--- config.mk ---
export PLATFORM = sky130hd
export DESIGN_NAME = haptic_monitor_and_wave_ram_port
export DESIGN_NICKNAME = d
export VERILOG_FILES = /design/src/hdl/haptic_pkg.sv /design/src/hdl/wave_fifo.sv /design/src/hdl/resonance_tracker.sv /design/src/hdl/haptic_monitor_and_wave_ram_port.sv
export VERILOG_INCLUDE_DIRS = /design/src /design/src/hdl
export SDC_FILE = /design/constraint.sdc
export NUM_CORES = 1
export LEC_CHECK = 0
export ABC_CLOCK_PERIOD_IN_PS = 3000
export BUFFER_PORTS_ARGS = -buffer_cell sky130_fd_sc_hd__buf_2
export CORE_MARGIN = 4
export CORE_UTILIZATION = 57
export CTS_CLUSTER_DIAMETER = 100
export DETAILED_ROUTE_END_ITERATION = 8
export GPL_ROUTABILITY_DRIVEN = 0
export PLACE_DENSITY = 0.77
export SKIP_CTS_REPAIR_TIMING = 1
export SYNTH_ARGS = -nofsm -noshare
export SYNTH_HDL_FRONTEND = slang
export SYNTH_SLANG_ARGS = --single-unit
--- constraint.sdc ---
create_clock -name core_clk_i -period 3 [get_ports core_clk_i]
set_input_delay 0.75 -clock core_clk_i [delete_from_list [all_inputs] [get_ports core_clk_i]]
set_output_delay 0.75 -clock core_clk_i [all_outputs]
set_load 0.01 [all_outputs]
--- src/hdl/haptic_cfg.svh ---
// Purpose: Offsets, reset values and timing counts of the monitor and
//          wave memory port.
// Assumes: 125 MHz core clock.
// Notes:   Definitions only.
`ifndef HAPTIC_CFG_SVH
`define HAPTIC_CFG_SVH

// Register offsets
`define REG_SUPPLY_MON     8'h21
`define REG_PERIOD_MON     8'h22
`define REG_ADDR_HIGH      8'hFD
`define REG_ADDR_LOW       8'hFE
`define REG_DATA_PORT      8'hFF
`define REG_RESET_VALUE    8'h00
`define UNMAPPED_READ      8'h00

// Bus slave address; value is arbitrary
`define SLAVE_ADDR         7'h5A

// Supply code: volts = code * 5600 mV / 255
`define SUPPLY_FULL_MV     5600
`define SUPPLY_CODE_SPAN   255

// Period code step of 98.46 us, counted in half steps per half period
`define CLK_PERIOD_NS      8
`define PERIOD_STEP_NS     98460
`define HALF_STEP_CYCLES   ((`PERIOD_STEP_NS / 2) / `CLK_PERIOD_NS)
`define CODE_MAX           8'hFF
`define FIFO_DEPTH         8

`endif

--- src/hdl/haptic_pkg.sv ---
// Purpose: Types of the monitor and wave memory port.
// Assumes: Constants come from haptic_cfg.svh.
// Notes:   One state struct each for the port and the tracker; the FIFO keeps its own.
package haptic_pkg;

  typedef enum logic [3:0] {
    ST_IDLE, ST_DEV, ST_DEV_ACK, ST_REG, ST_REG_ACK,
    ST_WR, ST_WR_ACK, ST_RD, ST_RD_ACK
  } bus_state_t;

  typedef struct packed {
    bus_state_t  st;
    logic        scl_s1, scl_s2, scl_q;
    logic        sda_s1, sda_s2, sda_q;
    logic        cross_s1, cross_s2;
    logic [2:0]  bit_cnt;
    logic        byte_done;
    logic [7:0]  shift;
    logic [7:0]  tx;
    logic        rw;
    logic        mack;
    logic [7:0]  ptr;
    logic        pend;
    logic        sda_oe;
    logic        scl_oe;
    logic [7:0]  supply;
    logic [7:0]  period;
    logic [7:0]  addr_hi;
    logic [7:0]  addr_lo;
    logic [7:0]  data_last;
  } port_state_t;

  typedef struct packed {
    logic        prev_cross;
    logic        seen;
    logic [15:0] tick;
    logic [7:0]  half_cnt;
    logic [7:0]  code;
    logic        valid;
    logic        phase;
  } track_state_t;

endpackage

--- src/hdl/wave_fifo.sv ---
// Purpose: Small FIFO between the data port and the wave memory.
// Assumes: Same clock on both sides.
// Notes:   Ready on the fill side drops only when full.
`timescale 1ns/1ps
module wave_fifo #(
  parameter int unsigned WIDTH = 24,
  parameter int unsigned DEPTH = 8
) (
  // Clock and reset
  input  wire logic             core_clk_i,
  input  wire logic             rst_n_i,
  // Fill side
  input  wire logic             in_valid_i,
  output logic                  in_ready_o,
  input  wire logic [WIDTH-1:0] in_data_i,
  // Drain side
  output logic                  out_valid_o,
  input  wire logic             out_ready_i,
  output logic      [WIDTH-1:0] out_data_o
);
  localparam int unsigned IW = $clog2(DEPTH);
  typedef struct packed {
    logic [DEPTH-1:0][WIDTH-1:0] mem;
    logic [IW-1:0]               wr_idx;
    logic [IW-1:0]               rd_idx;
    logic [IW:0]                 count;
  } fifo_state_t;

  fifo_state_t s, next_s;
  logic        do_push, do_pop;

  assign in_ready_o  = (s.count != DEPTH[IW:0]);
  assign out_valid_o = (s.count != '0);
  assign out_data_o  = s.mem[s.rd_idx];
  assign do_push     = in_valid_i & in_ready_o;
  assign do_pop      = out_valid_o & out_ready_i;

  always_comb begin
    next_s = s;
    if (do_push) begin
      next_s.mem[s.wr_idx] = in_data_i;
      next_s.wr_idx = (s.wr_idx == IW'(DEPTH - 1)) ? '0 : s.wr_idx + 1'b1;
    end
    if (do_pop) begin
      next_s.rd_idx = (s.rd_idx == IW'(DEPTH - 1)) ? '0 : s.rd_idx + 1'b1;
    end
    next_s.count = s.count + {{IW{1'b0}}, do_push} - {{IW{1'b0}}, do_pop};
  end

  always_ff @(posedge core_clk_i or negedge rst_n_i) begin
    if (!rst_n_i) begin
      s <= '0;
    end else begin
      s <= next_s;
    end
  end
endmodule // wave_fifo

--- src/hdl/resonance_tracker.sv ---
// Purpose: Measures the actuator resonance period from back-EMF crossings.
// Assumes: Crossing comparator already synchronised to core_clk_i.
// Notes:   Period code is half-steps per half period, i.e. steps per period.
`timescale 1ns/1ps
`include "haptic_cfg.svh"
module resonance_tracker
  import haptic_pkg::*;
#(
  parameter int unsigned HALF_STEP = `HALF_STEP_CYCLES
) (
  // Clock and reset
  input  wire logic       core_clk_i,
  input  wire logic       rst_n_i,
  // Sense
  input  wire logic       playing_i,
  input  wire logic       cross_i,
  // Result
  output logic [7:0]      period_code_o,
  output logic            code_valid_o,
  output logic            phase_o
);
  track_state_t s, next_s;
  logic         edge_seen;

  assign edge_seen     = (cross_i != s.prev_cross);
  assign period_code_o = s.code;
  assign code_valid_o  = s.valid;
  assign phase_o       = s.phase;

  // no calibration input; tracking is self-contained
  always_comb begin
    next_s = s;
    next_s.prev_cross = cross_i;
    if (!playing_i) begin
      next_s.seen     = 1'b0;
      next_s.valid    = 1'b0;
      next_s.tick     = '0;
      next_s.half_cnt = '0;
    end else if (edge_seen) begin
      // drive flips every crossing; code refreshes on each crossing after the first
      next_s.phase = ~s.phase;
      // first full half cycle locks the period
      if (s.seen) begin
        next_s.code  = s.half_cnt;
        next_s.valid = 1'b1;
      end
      next_s.seen     = 1'b1;
      next_s.tick     = '0;
      next_s.half_cnt = '0;
    end else if (s.tick == 16'(HALF_STEP - 1)) begin
      next_s.tick = '0;
      if (s.half_cnt != `CODE_MAX) begin
        next_s.half_cnt = s.half_cnt + 8'h01;
      end
    end else begin
      next_s.tick = s.tick + 16'h0001;
    end
  end

  always_ff @(posedge core_clk_i or negedge rst_n_i) begin
    if (!rst_n_i) begin
      s <= '0;
    end else begin
      s <= next_s;
    end
  end

  property p_lock_half_cycle;
    @(posedge core_clk_i) disable iff (!rst_n_i)
    playing_i && edge_seen && s.seen |=> code_valid_o;
  endproperty
  a_lock_half_cycle: assert property (p_lock_half_cycle)
    else $error("period not locked after half cycle");

  property p_phase_follows;
    @(posedge core_clk_i) disable iff (!rst_n_i)
    playing_i && edge_seen |=> phase_o != $past(phase_o);
  endproperty
  a_phase_follows: assert property (p_phase_follows)
    else $error("drive phase did not follow crossing");
endmodule // resonance_tracker

--- src/hdl/haptic_monitor_and_wave_ram_port.sv ---
// Purpose: Two-wire register slave for the supply and period monitors and
//          the indirect wave memory port, plus the motor drive polarity.
// Assumes: Supply code from an ADC on core_clk_i; pins are asynchronous.
// Notes:   Data port writes pass a FIFO; a full FIFO stretches the clock.
`timescale 1ns/1ps
`include "haptic_cfg.svh"

// What this block does
// - Supply code register follows the supply only while a waveform plays.
// - Period code register, 98.46 us per step, measured only while playing.
// - Wave memory address high byte, read/write, resets to zero.
// - Wave memory address low byte, read/write, resets to zero.
// - Data port write stores the byte at high:low address.
// - Each data port byte written advances the address by one, single or burst.
// - Tracker locks onto resonance within half a drive cycle.
// - Tracker follows back-EMF and re-adjusts every cycle.
// - Tracker needs no calibration and ignores level calibration.
// - Rotating mass motor driven differentially, polarity sets direction.
module haptic_monitor_and_wave_ram_port
  import haptic_pkg::*;
#(
  parameter int unsigned HALF_STEP = `HALF_STEP_CYCLES
) (
  // Clock and reset
  input  wire logic        core_clk_i,
  input  wire logic        rst_n_i,
  // Two-wire bus, open drain, enable high pulls low
  input  wire logic        scl_i,
  output logic             scl_o,
  output logic             scl_oe_o,
  input  wire logic        sda_i,
  output logic             sda_o,
  output logic             sda_oe_o,
  // Playback status and supply measurement
  input  wire logic        playing_i,
  input  wire logic [7:0]  supply_code_i,
  // Actuator
  input  wire logic        actuator_is_lra_i,
  input  wire logic        motor_reverse_i,
  input  wire logic        bemf_cross_i,
  output logic             drive_en_o,
  output logic             drive_p_o,
  output logic             drive_n_o,
  // Wave memory write port
  output logic             ram_wr_valid_o,
  input  wire logic        ram_wr_ready_i,
  output logic [15:0]      ram_wr_addr_o,
  output logic [7:0]       ram_wr_data_o
);
  port_state_t s, next_s;
  logic        rise, fall, start_cond, stop_cond;
  logic        push, fifo_ready, host_wr;
  logic [7:0]  rd_byte;
  logic [23:0] fifo_out;
  logic [7:0]  trk_code;
  logic        trk_valid, trk_phase;

  function automatic logic [7:0] read_reg(input logic [7:0] a,
                                          input port_state_t st);
    if (a == `REG_SUPPLY_MON) begin
      return st.supply;
    end else if (a == `REG_PERIOD_MON) begin
      return st.period;
    end else if (a == `REG_ADDR_HIGH) begin
      return st.addr_hi;
    end else if (a == `REG_ADDR_LOW) begin
      return st.addr_lo;
    end else if (a == `REG_DATA_PORT) begin
      return st.data_last;
    end else begin
      return `UNMAPPED_READ;
    end
  endfunction

  // Only synchroniser outputs feed the edge detectors
  assign rise       = s.scl_s2 & ~s.scl_q;
  assign fall       = ~s.scl_s2 & s.scl_q;
  assign start_cond = s.scl_s2 & s.scl_q & s.sda_q & ~s.sda_s2;
  assign stop_cond  = s.scl_s2 & s.scl_q & ~s.sda_q & s.sda_s2;
  assign rd_byte    = read_reg(s.ptr, s);

  always_comb begin
    next_s = s;
    push = 1'b0;
    host_wr = 1'b0;
    next_s.scl_s1   = scl_i;
    next_s.scl_s2   = s.scl_s1;
    next_s.scl_q    = s.scl_s2;
    next_s.sda_s1   = sda_i;
    next_s.sda_s2   = s.sda_s1;
    next_s.sda_q    = s.sda_s2;
    next_s.cross_s1 = bemf_cross_i;
    next_s.cross_s2 = s.cross_s1;
    if (start_cond) begin
      next_s.st        = ST_DEV;
      next_s.bit_cnt   = 3'h0;
      next_s.byte_done = 1'b0;
      next_s.sda_oe    = 1'b0;
    end else if (stop_cond) begin
      next_s.st     = ST_IDLE;
      next_s.sda_oe = 1'b0;
    end else begin
      case (s.st)
        ST_DEV, ST_REG, ST_WR: begin
          if (rise) begin
            next_s.shift   = {s.shift[6:0], s.sda_s2};
            next_s.bit_cnt = s.bit_cnt + 3'h1;
            if (s.bit_cnt == 3'h7) begin
              next_s.byte_done = 1'b1;
            end
          end
          if ((fall && s.byte_done) || s.pend) begin
            next_s.byte_done = 1'b0;
            if (s.st == ST_DEV) begin
              if (s.shift[7:1] == `SLAVE_ADDR) begin
                next_s.rw     = s.shift[0];
                next_s.sda_oe = 1'b1;
                next_s.st     = ST_DEV_ACK;
              end else begin
                next_s.st = ST_IDLE;
              end
            end else if (s.st == ST_REG) begin
              next_s.ptr    = s.shift;
              next_s.sda_oe = 1'b1;
              next_s.st     = ST_REG_ACK;
            end else if (s.ptr == `REG_DATA_PORT && !fifo_ready) begin
              // burst held off by clock stretching
              next_s.pend   = 1'b1;
              next_s.scl_oe = 1'b1;
            end else begin
              next_s.pend   = 1'b0;
              next_s.scl_oe = 1'b0;
              next_s.sda_oe = 1'b1;
              next_s.st     = ST_WR_ACK;
              host_wr       = 1'b1;
              if (s.ptr == `REG_DATA_PORT) begin
                push = 1'b1;
                next_s.data_last = s.shift;
                // low byte carries into high byte
                {next_s.addr_hi, next_s.addr_lo} =
                  {s.addr_hi, s.addr_lo} + 16'h0001;
              end else begin
                next_s.ptr = s.ptr + 8'h01;
                if (s.ptr == `REG_SUPPLY_MON) begin
                  next_s.supply = s.shift;
                end else if (s.ptr == `REG_PERIOD_MON) begin
                  next_s.period = s.shift;
                end else if (s.ptr == `REG_ADDR_HIGH) begin
                  next_s.addr_hi = s.shift;
                end else if (s.ptr == `REG_ADDR_LOW) begin
                  next_s.addr_lo = s.shift;
                end
              end
            end
          end
        end
        ST_DEV_ACK, ST_REG_ACK, ST_WR_ACK: begin
          if (fall) begin
            next_s.sda_oe  = 1'b0;
            next_s.bit_cnt = 3'h0;
            if (s.st == ST_DEV_ACK && s.rw) begin
              next_s.tx     = rd_byte;
              next_s.sda_oe = ~rd_byte[7];
              next_s.st     = ST_RD;
              if (s.ptr != `REG_DATA_PORT) begin
                next_s.ptr = s.ptr + 8'h01;
              end
            end else if (s.st == ST_DEV_ACK) begin
              next_s.st = ST_REG;
            end else begin
              next_s.st = ST_WR;
            end
          end
        end
        ST_RD: begin
          if (rise) begin
            next_s.bit_cnt = s.bit_cnt + 3'h1;
            if (s.bit_cnt == 3'h7) begin
              next_s.byte_done = 1'b1;
            end
          end
          if (fall) begin
            if (s.byte_done) begin
              next_s.byte_done = 1'b0;
              next_s.sda_oe    = 1'b0;
              next_s.st        = ST_RD_ACK;
            end else begin
              next_s.tx     = {s.tx[6:0], 1'b0};
              next_s.sda_oe = ~s.tx[6];
            end
          end
        end
        ST_RD_ACK: begin
          if (rise) begin
            next_s.mack = ~s.sda_s2;
          end
          if (fall) begin
            next_s.bit_cnt = 3'h0;
            if (s.mack) begin
              next_s.tx     = rd_byte;
              next_s.sda_oe = ~rd_byte[7];
              next_s.st     = ST_RD;
              if (s.ptr != `REG_DATA_PORT) begin
                next_s.ptr = s.ptr + 8'h01;
              end
            end else begin
              next_s.st = ST_IDLE;
            end
          end
        end
        default: begin
          next_s.sda_oe = 1'b0;
        end
      endcase
    end
    // measurement overrides a host write while playing
    if (playing_i) begin
      next_s.supply = supply_code_i;
    end
    // period only from a locked measurement during playback
    if (playing_i && trk_valid) begin
      next_s.period = trk_code;
    end
  end

  always_ff @(posedge core_clk_i or negedge rst_n_i) begin
    if (!rst_n_i) begin
      s          <= '0;
      s.st       <= ST_IDLE;
      s.scl_s1   <= 1'b1;
      s.scl_s2   <= 1'b1;
      s.scl_q    <= 1'b1;
      s.sda_s1   <= 1'b1;
      s.sda_s2   <= 1'b1;
      s.sda_q    <= 1'b1;
      s.supply   <= `REG_RESET_VALUE;
      s.period   <= `REG_RESET_VALUE;
      s.addr_hi  <= `REG_RESET_VALUE;
      s.addr_lo  <= `REG_RESET_VALUE;
    end else begin
      s <= next_s;
    end
  end

  assign scl_o    = 1'b0;
  assign sda_o    = 1'b0;
  assign scl_oe_o = s.scl_oe;
  assign sda_oe_o = s.sda_oe;

  wave_fifo #(
    .WIDTH (24),
    .DEPTH (`FIFO_DEPTH)
  ) u_fifo (
    .core_clk_i  (core_clk_i),
    .rst_n_i     (rst_n_i),
    .in_valid_i  (push),
    .in_ready_o  (fifo_ready),
    .in_data_i   ({s.addr_hi, s.addr_lo, s.shift}),
    .out_valid_o (ram_wr_valid_o),
    .out_ready_i (ram_wr_ready_i),
    .out_data_o  (fifo_out)
  );
  assign ram_wr_addr_o = fifo_out[23:8];
  assign ram_wr_data_o = fifo_out[7:0];

  resonance_tracker #(
    .HALF_STEP (HALF_STEP)
  ) u_tracker (
    .core_clk_i    (core_clk_i),
    .rst_n_i       (rst_n_i),
    .playing_i     (playing_i),
    .cross_i       (s.cross_s2),
    .period_code_o (trk_code),
    .code_valid_o  (trk_valid),
    .phase_o       (trk_phase)
  );

  // differential drive; one side sources while the other sinks
  assign drive_en_o = playing_i;
  assign drive_p_o  = playing_i &
                      (actuator_is_lra_i ? trk_phase : ~motor_reverse_i);
  assign drive_n_o  = playing_i &
                      (actuator_is_lra_i ? ~trk_phase : motor_reverse_i);

  property p_supply_follow;
    @(posedge core_clk_i) disable iff (!rst_n_i)
    playing_i |=> s.supply == $past(supply_code_i);
  endproperty
  a_supply_follow: assert property (p_supply_follow)
    else $error("supply code not updated while playing");

  property p_supply_hold;
    @(posedge core_clk_i) disable iff (!rst_n_i)
    !playing_i && !host_wr |=> $stable(s.supply);
  endproperty
  a_supply_hold: assert property (p_supply_hold)
    else $error("supply code changed while idle");

  property p_period_load;
    @(posedge core_clk_i) disable iff (!rst_n_i)
    playing_i && trk_valid |=> s.period == $past(trk_code);
  endproperty
  a_period_load: assert property (p_period_load)
    else $error("period code not taken from tracker");

  property p_addr_high_wr;
    @(posedge core_clk_i) disable iff (!rst_n_i)
    host_wr && s.ptr == `REG_ADDR_HIGH |=> s.addr_hi == $past(s.shift);
  endproperty
  a_addr_high_wr: assert property (p_addr_high_wr)
    else $error("high address byte not written");

  property p_addr_low_wr;
    @(posedge core_clk_i) disable iff (!rst_n_i)
    host_wr && s.ptr == `REG_ADDR_LOW |=> s.addr_lo == $past(s.shift);
  endproperty
  a_addr_low_wr: assert property (p_addr_low_wr)
    else $error("low address byte not written");

  property p_push_taken;
    @(posedge core_clk_i) disable iff (!rst_n_i)
    push |-> fifo_ready ##1 (ram_wr_valid_o && s.data_last == $past(s.shift));
  endproperty
  a_push_taken: assert property (p_push_taken)
    else $error("data port byte not queued for memory");

  property p_addr_advance;
    @(posedge core_clk_i) disable iff (!rst_n_i)
    push |=> {s.addr_hi, s.addr_lo} ==
             $past({s.addr_hi, s.addr_lo}) + 16'h0001;
  endproperty
  a_addr_advance: assert property (p_addr_advance)
    else $error("address did not advance after data byte");

  property p_addr_carry;
    @(posedge core_clk_i) disable iff (!rst_n_i)
    push && s.addr_lo == 8'hFF |=>
      s.addr_lo == 8'h00 && s.addr_hi == $past(s.addr_hi) + 8'h01;
  endproperty
  a_addr_carry: assert property (p_addr_carry)
    else $error("low byte overflow did not carry");

  property p_drive_diff;
    @(posedge core_clk_i) disable iff (!rst_n_i)
    drive_en_o && !actuator_is_lra_i |->
      drive_p_o == !motor_reverse_i && drive_n_o == motor_reverse_i;
  endproperty
  a_drive_diff: assert property (p_drive_diff)
    else $error("motor drive polarity wrong");
endmodule // haptic_monitor_and_wave_ram_port

# After elaboration in Yosys (flattened, before gate mapping)
# Index checks and enable logic that the tools add are counted.
op_classes:
  n_eq_ne: 65
  order_cmp: 3
  n_addsub: 9
  bitwise_logic: 24
  mux: 116
  reduce_logical: 43
ops:
  columns: ["cell", "count"]
  rows:
  - ["8-bit two-way mux", 30]
  - ["192-bit bitwise mux", 1]
  - ["40-bit two-way mux", 4]
  - ["24-bit two-way mux", 4]
  - ["41-bit two-way mux", 2]
  - ["24-bit binary-select mux with 3-bit select", 1]
  - ["24-bit demux with 3-bit select", 1]
  - ["16-bit two-way mux", 4]
  - ["4-bit two-way mux", 13]
  - ["51-bit two-way mux", 1]
  - ["8-bit case mux with 3 select lines", 2]
  - ["1-bit two-way mux", 38]
  - ["16-bit by 1-bit adder with 16-bit output (second input constant)", 2]
  - ["4-bit inequality test (second input constant)", 8]
  - ["31-bit two-way mux", 1]
  - ["2-bit inequality test (second input constant)", 15]
  - ["25-bit two-way mux", 1]
  - ["8-bit equality test (second input constant)", 3]
  - ["2-bit by 1-bit inequality test with 1-bit output (second input constant)", 12]
  - ["11-bit AND reduction", 2]
  - ["10-bit AND reduction", 2]
  - ["9-bit AND reduction", 2]
  - ["8-bit by 1-bit adder with 8-bit output (second input constant)", 2]
  - ["16-bit by 13-bit equality test with 1-bit output (second input constant)", 1]
  - ["44 further kinds", 108]
totals:
  register_bits: 322
  output_inout_bits: 32
  inputBits: 17

# Longest topological paths before layout
depth:
  ltp_word: 14
  ltp_mapped: 12

# Hierarchy
# From an unflattened synthesis, not the netlist that was laid out.
hier_totals:
  cells_unflattened: 1293
  hier_area_um2: 16316.9
modules_own_cells:
  columns: ["mod", "cells_each", "area_each_um2", "instances"]
  rows:
  - ["wave_fifo", 548, 9461.6, 1]
  - ["haptic_monitor_and_wave_ram_port", 574, 5091.1, 1]
  - ["resonance_tracker", 171, 1764.2, 1]

# Worst setup path before layout
# No wires, ideal clock.
synth_path:
  path_type: "register to register"
  startpoint: "reg s[78] in the netlist's numbering"
  endpoint: "reg u_fifo.s[2] in the netlist's numbering"
  path_stages_with_launch: 13
  arrival_time_ns: 2.728
  path_buffers: 3
  required_time_ns: 2.877
  setup_time_ns: 0.123
  setup_slack_ns: 0.150
  path_cell_list: "dfstp_2 clkbuf_1 a21oi_1 nor2_1 o21ai_2 or3_4 buf_6 inv_1 clkbuf_1 ha_1 inv_1 fa_1 xnor2_1"
synth_lines:
  columns: ["element", "line", "rtl"]
  rows:
  - ["start: declaration", "haptic_monitor_and_wave_ram_port.sv:50", "port_state_t s, next_s;"]
  - ["start signal: assignment", "haptic_monitor_and_wave_ram_port.sv:241", "s <= next_s;"]
  - ["end signal: assignment", "wave_fifo.sv:54", "s <= next_s;"]
  - ["end: declaration", "wave_fifo.sv:29", "fifo_state_t s, next_s;"]

# Final worst setup path
layout_path:
  startpoint: "reg u_fifo.s[4] in the netlist's numbering"
  endpoint: "out ram_wr_addr_o[3]"
layout_via:
  elab_chain_cells: 2
layout_lines:
  columns: ["element", "line", "rtl"]
  rows:
  - ["24-bit binary-select mux with 3-bit select", "wave_fifo.sv:34", "assign out_data_o = s.mem[s.rd_idx];"]
  - ["24-bit two-way mux (implied by the code)", "wave_fifo.sv:34", null]
  - ["end: declaration", "haptic_monitor_and_wave_ram_port.sv:47", "output logic [15:0] ram_wr_addr_o,"]
# Every way passes these cells. The select of a mux whose other input is x is not followed.

==> run metrics <==
initial antenna violation count=0; detailed-route wire length=36800 um; final worst-path cycle share=approximately 100%; Critical Path Source=u_fifo.s[4]; max-slew violations=0; fillers=1993; Reg2Reg Capture Point=u_fifo.s[104]; clock group share of total power=between 30% and 40%; register area share after synthesis=50.7%; outcome=complete, no violations; DRC=0; most frequent cells after synthesis=315 x dfrtp_1, 234 x mux2_2, 104 x nand2_1, 67 x clkbuf_1, 60 x nor2_1; Clock Root Buffer=clkbuf_16; total die area=0.0305 mm^2; register-to-register path setup slack=0.23 ns; CP Class=flop to output port; clock slew seen by the registers of the worst setup and hold paths=0.06 ns; Worst Setup End Kind=output port; ant diodes=0; DR pass1 iterations=5; GRT Util Overall=23.8%; Setup Slack @ Placement=approximately 0.25 ns; Flop pwr share=39.9%; Via Count=approximately 11000; Arr. time, crit path=between 2 and 2.5 ns; number of synthesized flops with an enable pin=0; Synth Flop Type=dfrtp_1; CP Launch Type=flop; CTS Buffer Depth=3; WL/cell=21.2 um; fmax=335 MHz; Yosys top cell by area=dfrtp_1; sw frac=30.7%; Synth async-reset ratio=100%; PD cells=around 700 mW/mm^2; minimum clock period after layout=2.98 ns; post-synthesis average cell area=12.3 um^2; Int Pwr=8.57 mW; count of final hold-check violations=0; GRT overflow=0; Peak supply drop=0.000462 V; die width=175 um; HPWL Detailed=23400 um; synthesized area=~0.016 mm^2; IO Port Bufs=46; Distinct cells, synth=77; CP endpoint=ram_wr_addr_o[3]; post-layout net count=1373; Hold WS=0.228 ns; Fin Clk Skew=0.0125 ns; final setup margin=0.0180 ns; htree depth=2; # clock sinks=321; Yosys top cell area share=49.7%; area of the multi-input gates=0.00727 mm^2; layout cell share with drive strength beyond 1=35.6%; top-count cell post-synth=dfrtp_1; Hold Crit Class=input pin to async pin; tightest slew margin relative to the limit=24.7%; P_leak=about 8.5 nW; Ports=49; CTS tree=done; Initial Utilization=between 50% and 60%; critical path required time=~2.3 ns; via/cell ratio=6.19; Worst Tran Pin Value=1.12 ns; first-pass GRT wire length=59400 um; Die Y=175 um; synth warn=0; Slowest Stage Delay on Critical Path=0.52 ns; worst skew pair latency=0.51 ns; CORE AREA=0.0272 mm^2; Max-Cap Viols=0; top cells by area, synth=dfrtp_1 50%, mux2_2 17%, mux4_2 6.8%; DRT iter0 DRCs=1101; worst-path fanout max=8; CP cell instances=buf_12 -> buf_12 -> mux4_2 -> mux2_4 -> buf_2; row count=60; synthesis-to-layout area growth=13.3%; Crit Reg-Reg Startpoint=next_s[75]; setup TNS=0 ns; vias in the first global route=between 10000 and 15000; combinational share of power=24.7%; Mapped Cells=between 1000 and 1500; unrepaired setup endpoints after global routing=yes; Slowest cell on crit path=mux4_2; register area=0.00805 mm^2; Final ANT Viol Nets=0; synthesized flop and latch total=roughly 320; CP dominant cell by count=buf_12; Net Switching=3.81 mW; total CTS buffers=35; R2R cell count=7; Final Setup Violations=0; largest net degree at the start of global routing=84
-- logic make-up after synthesis --
family / Yosys count / share of synthesized area, %
flip-flops: 321 / 50.7
AND/OR/NAND/NOR: 299 / 10.1
multiplexers: 298 / 24.5
AO/OA/AOI/OAI: 201 / 8.03
buffers and inverters: 127 / 3.67
XOR/XNOR: 24 / 1.33
adder cells (fa/ha/maj): 20 / 1.63
other: 1 / 0.0237
-- layer usage --
metal / routed length (um) / GRT usage [%]
met5: 0 / 0
met4: 703 / 5.50
met3: 2230 / 3.40
met2: 17900 / 38.3
met1: 16000 / 34.9
-- power groups by stage --
stage	logic, mW	registers, mW	clock network [mW]
after floorplan	2.00	4.84	0
after global placement	2.70	5.04	0
after detailed placement	2.77	5.04	0
after CTS	2.78	4.97	4.44
after global routing	3.32	4.98	4.66
final	3.05	4.94	4.38
-- final cells by class --
class	instances	share of cell area (%)
clock buffer	51	5.95
clock inverter	12	0.662
inverter	25	0.523
multi-input combinational	844	40.5
sequential	321	44.8
tap	372	2.59
timing repair buffer	109	4.94
-- metrics by stage --
step / utilization [%] / total power [mW] / area, um^2 / std cells
after CTS: 65.5 / 12.2 / 17800 / 1725
after detailed placement: 61.1 / 7.81 / 16600 / 1662
final: 66.1 / 12.4 / 18000 / 1734
after global placement: 61.1 / 7.74 / 16600 / 1662
after global routing: 66.1 / 13.0 / 18000 / 1734
after floorplan: - / 6.84 / 15900 / 1292
-- worst min-delay path by stage --
stage                          start               to  slack, ns
after detailed placement  next_s[73]            s[73]       0.34
after global routing         rst_n_i  u_tracker.s[19]       0.26
after CTS                    rst_n_i  u_tracker.s[19]       0.27
final                        rst_n_i  u_tracker.s[19]       0.23
after global placement    next_s[73]            s[73]       0.34
after floorplan           next_s[73]            s[73]       0.33
-- sequential cells by signal, summed over array words and instances (netlist names) --
register	count
next_s	5
scl_oe_o	1
u_tracker.code_valid_o	1
u_tracker.phase_o	1
u_fifo.s	202
u_tracker.period_code_o	8
u_tracker.s	26
sda_oe_o	1
s	76
-- critical path: cells and delay by family (launching register included) --
family	cells	cell delay, ns
buffers and inverters	3	0.45
flip-flops	1	0.45
multiplexers	2	0.82
-- cells in the final DEF, fill, tap and decap left out, drive strengths merged, types with 11 or more instances in the layout --
cell type / synthesis / layout
nand2: 104 / 104
mux2: 237 / 237
and3: 11 / 11
xor2: 14 / 14
o22ai: 20 / 20
nor3: 17 / 17
mux4: 48 / 48
o21ai: 52 / 52
clkbuf: 67 / 53
mux2i: 13 / 13
nand3: 25 / 25
dfrtp: 315 / 315
nor2: 60 / 60
buf: 35 / 107
ha: 19 / 19
nand4: 13 / 13
inv: 24 / 25
a21oi: 55 / 55
(Power assumes the default switching activity.)
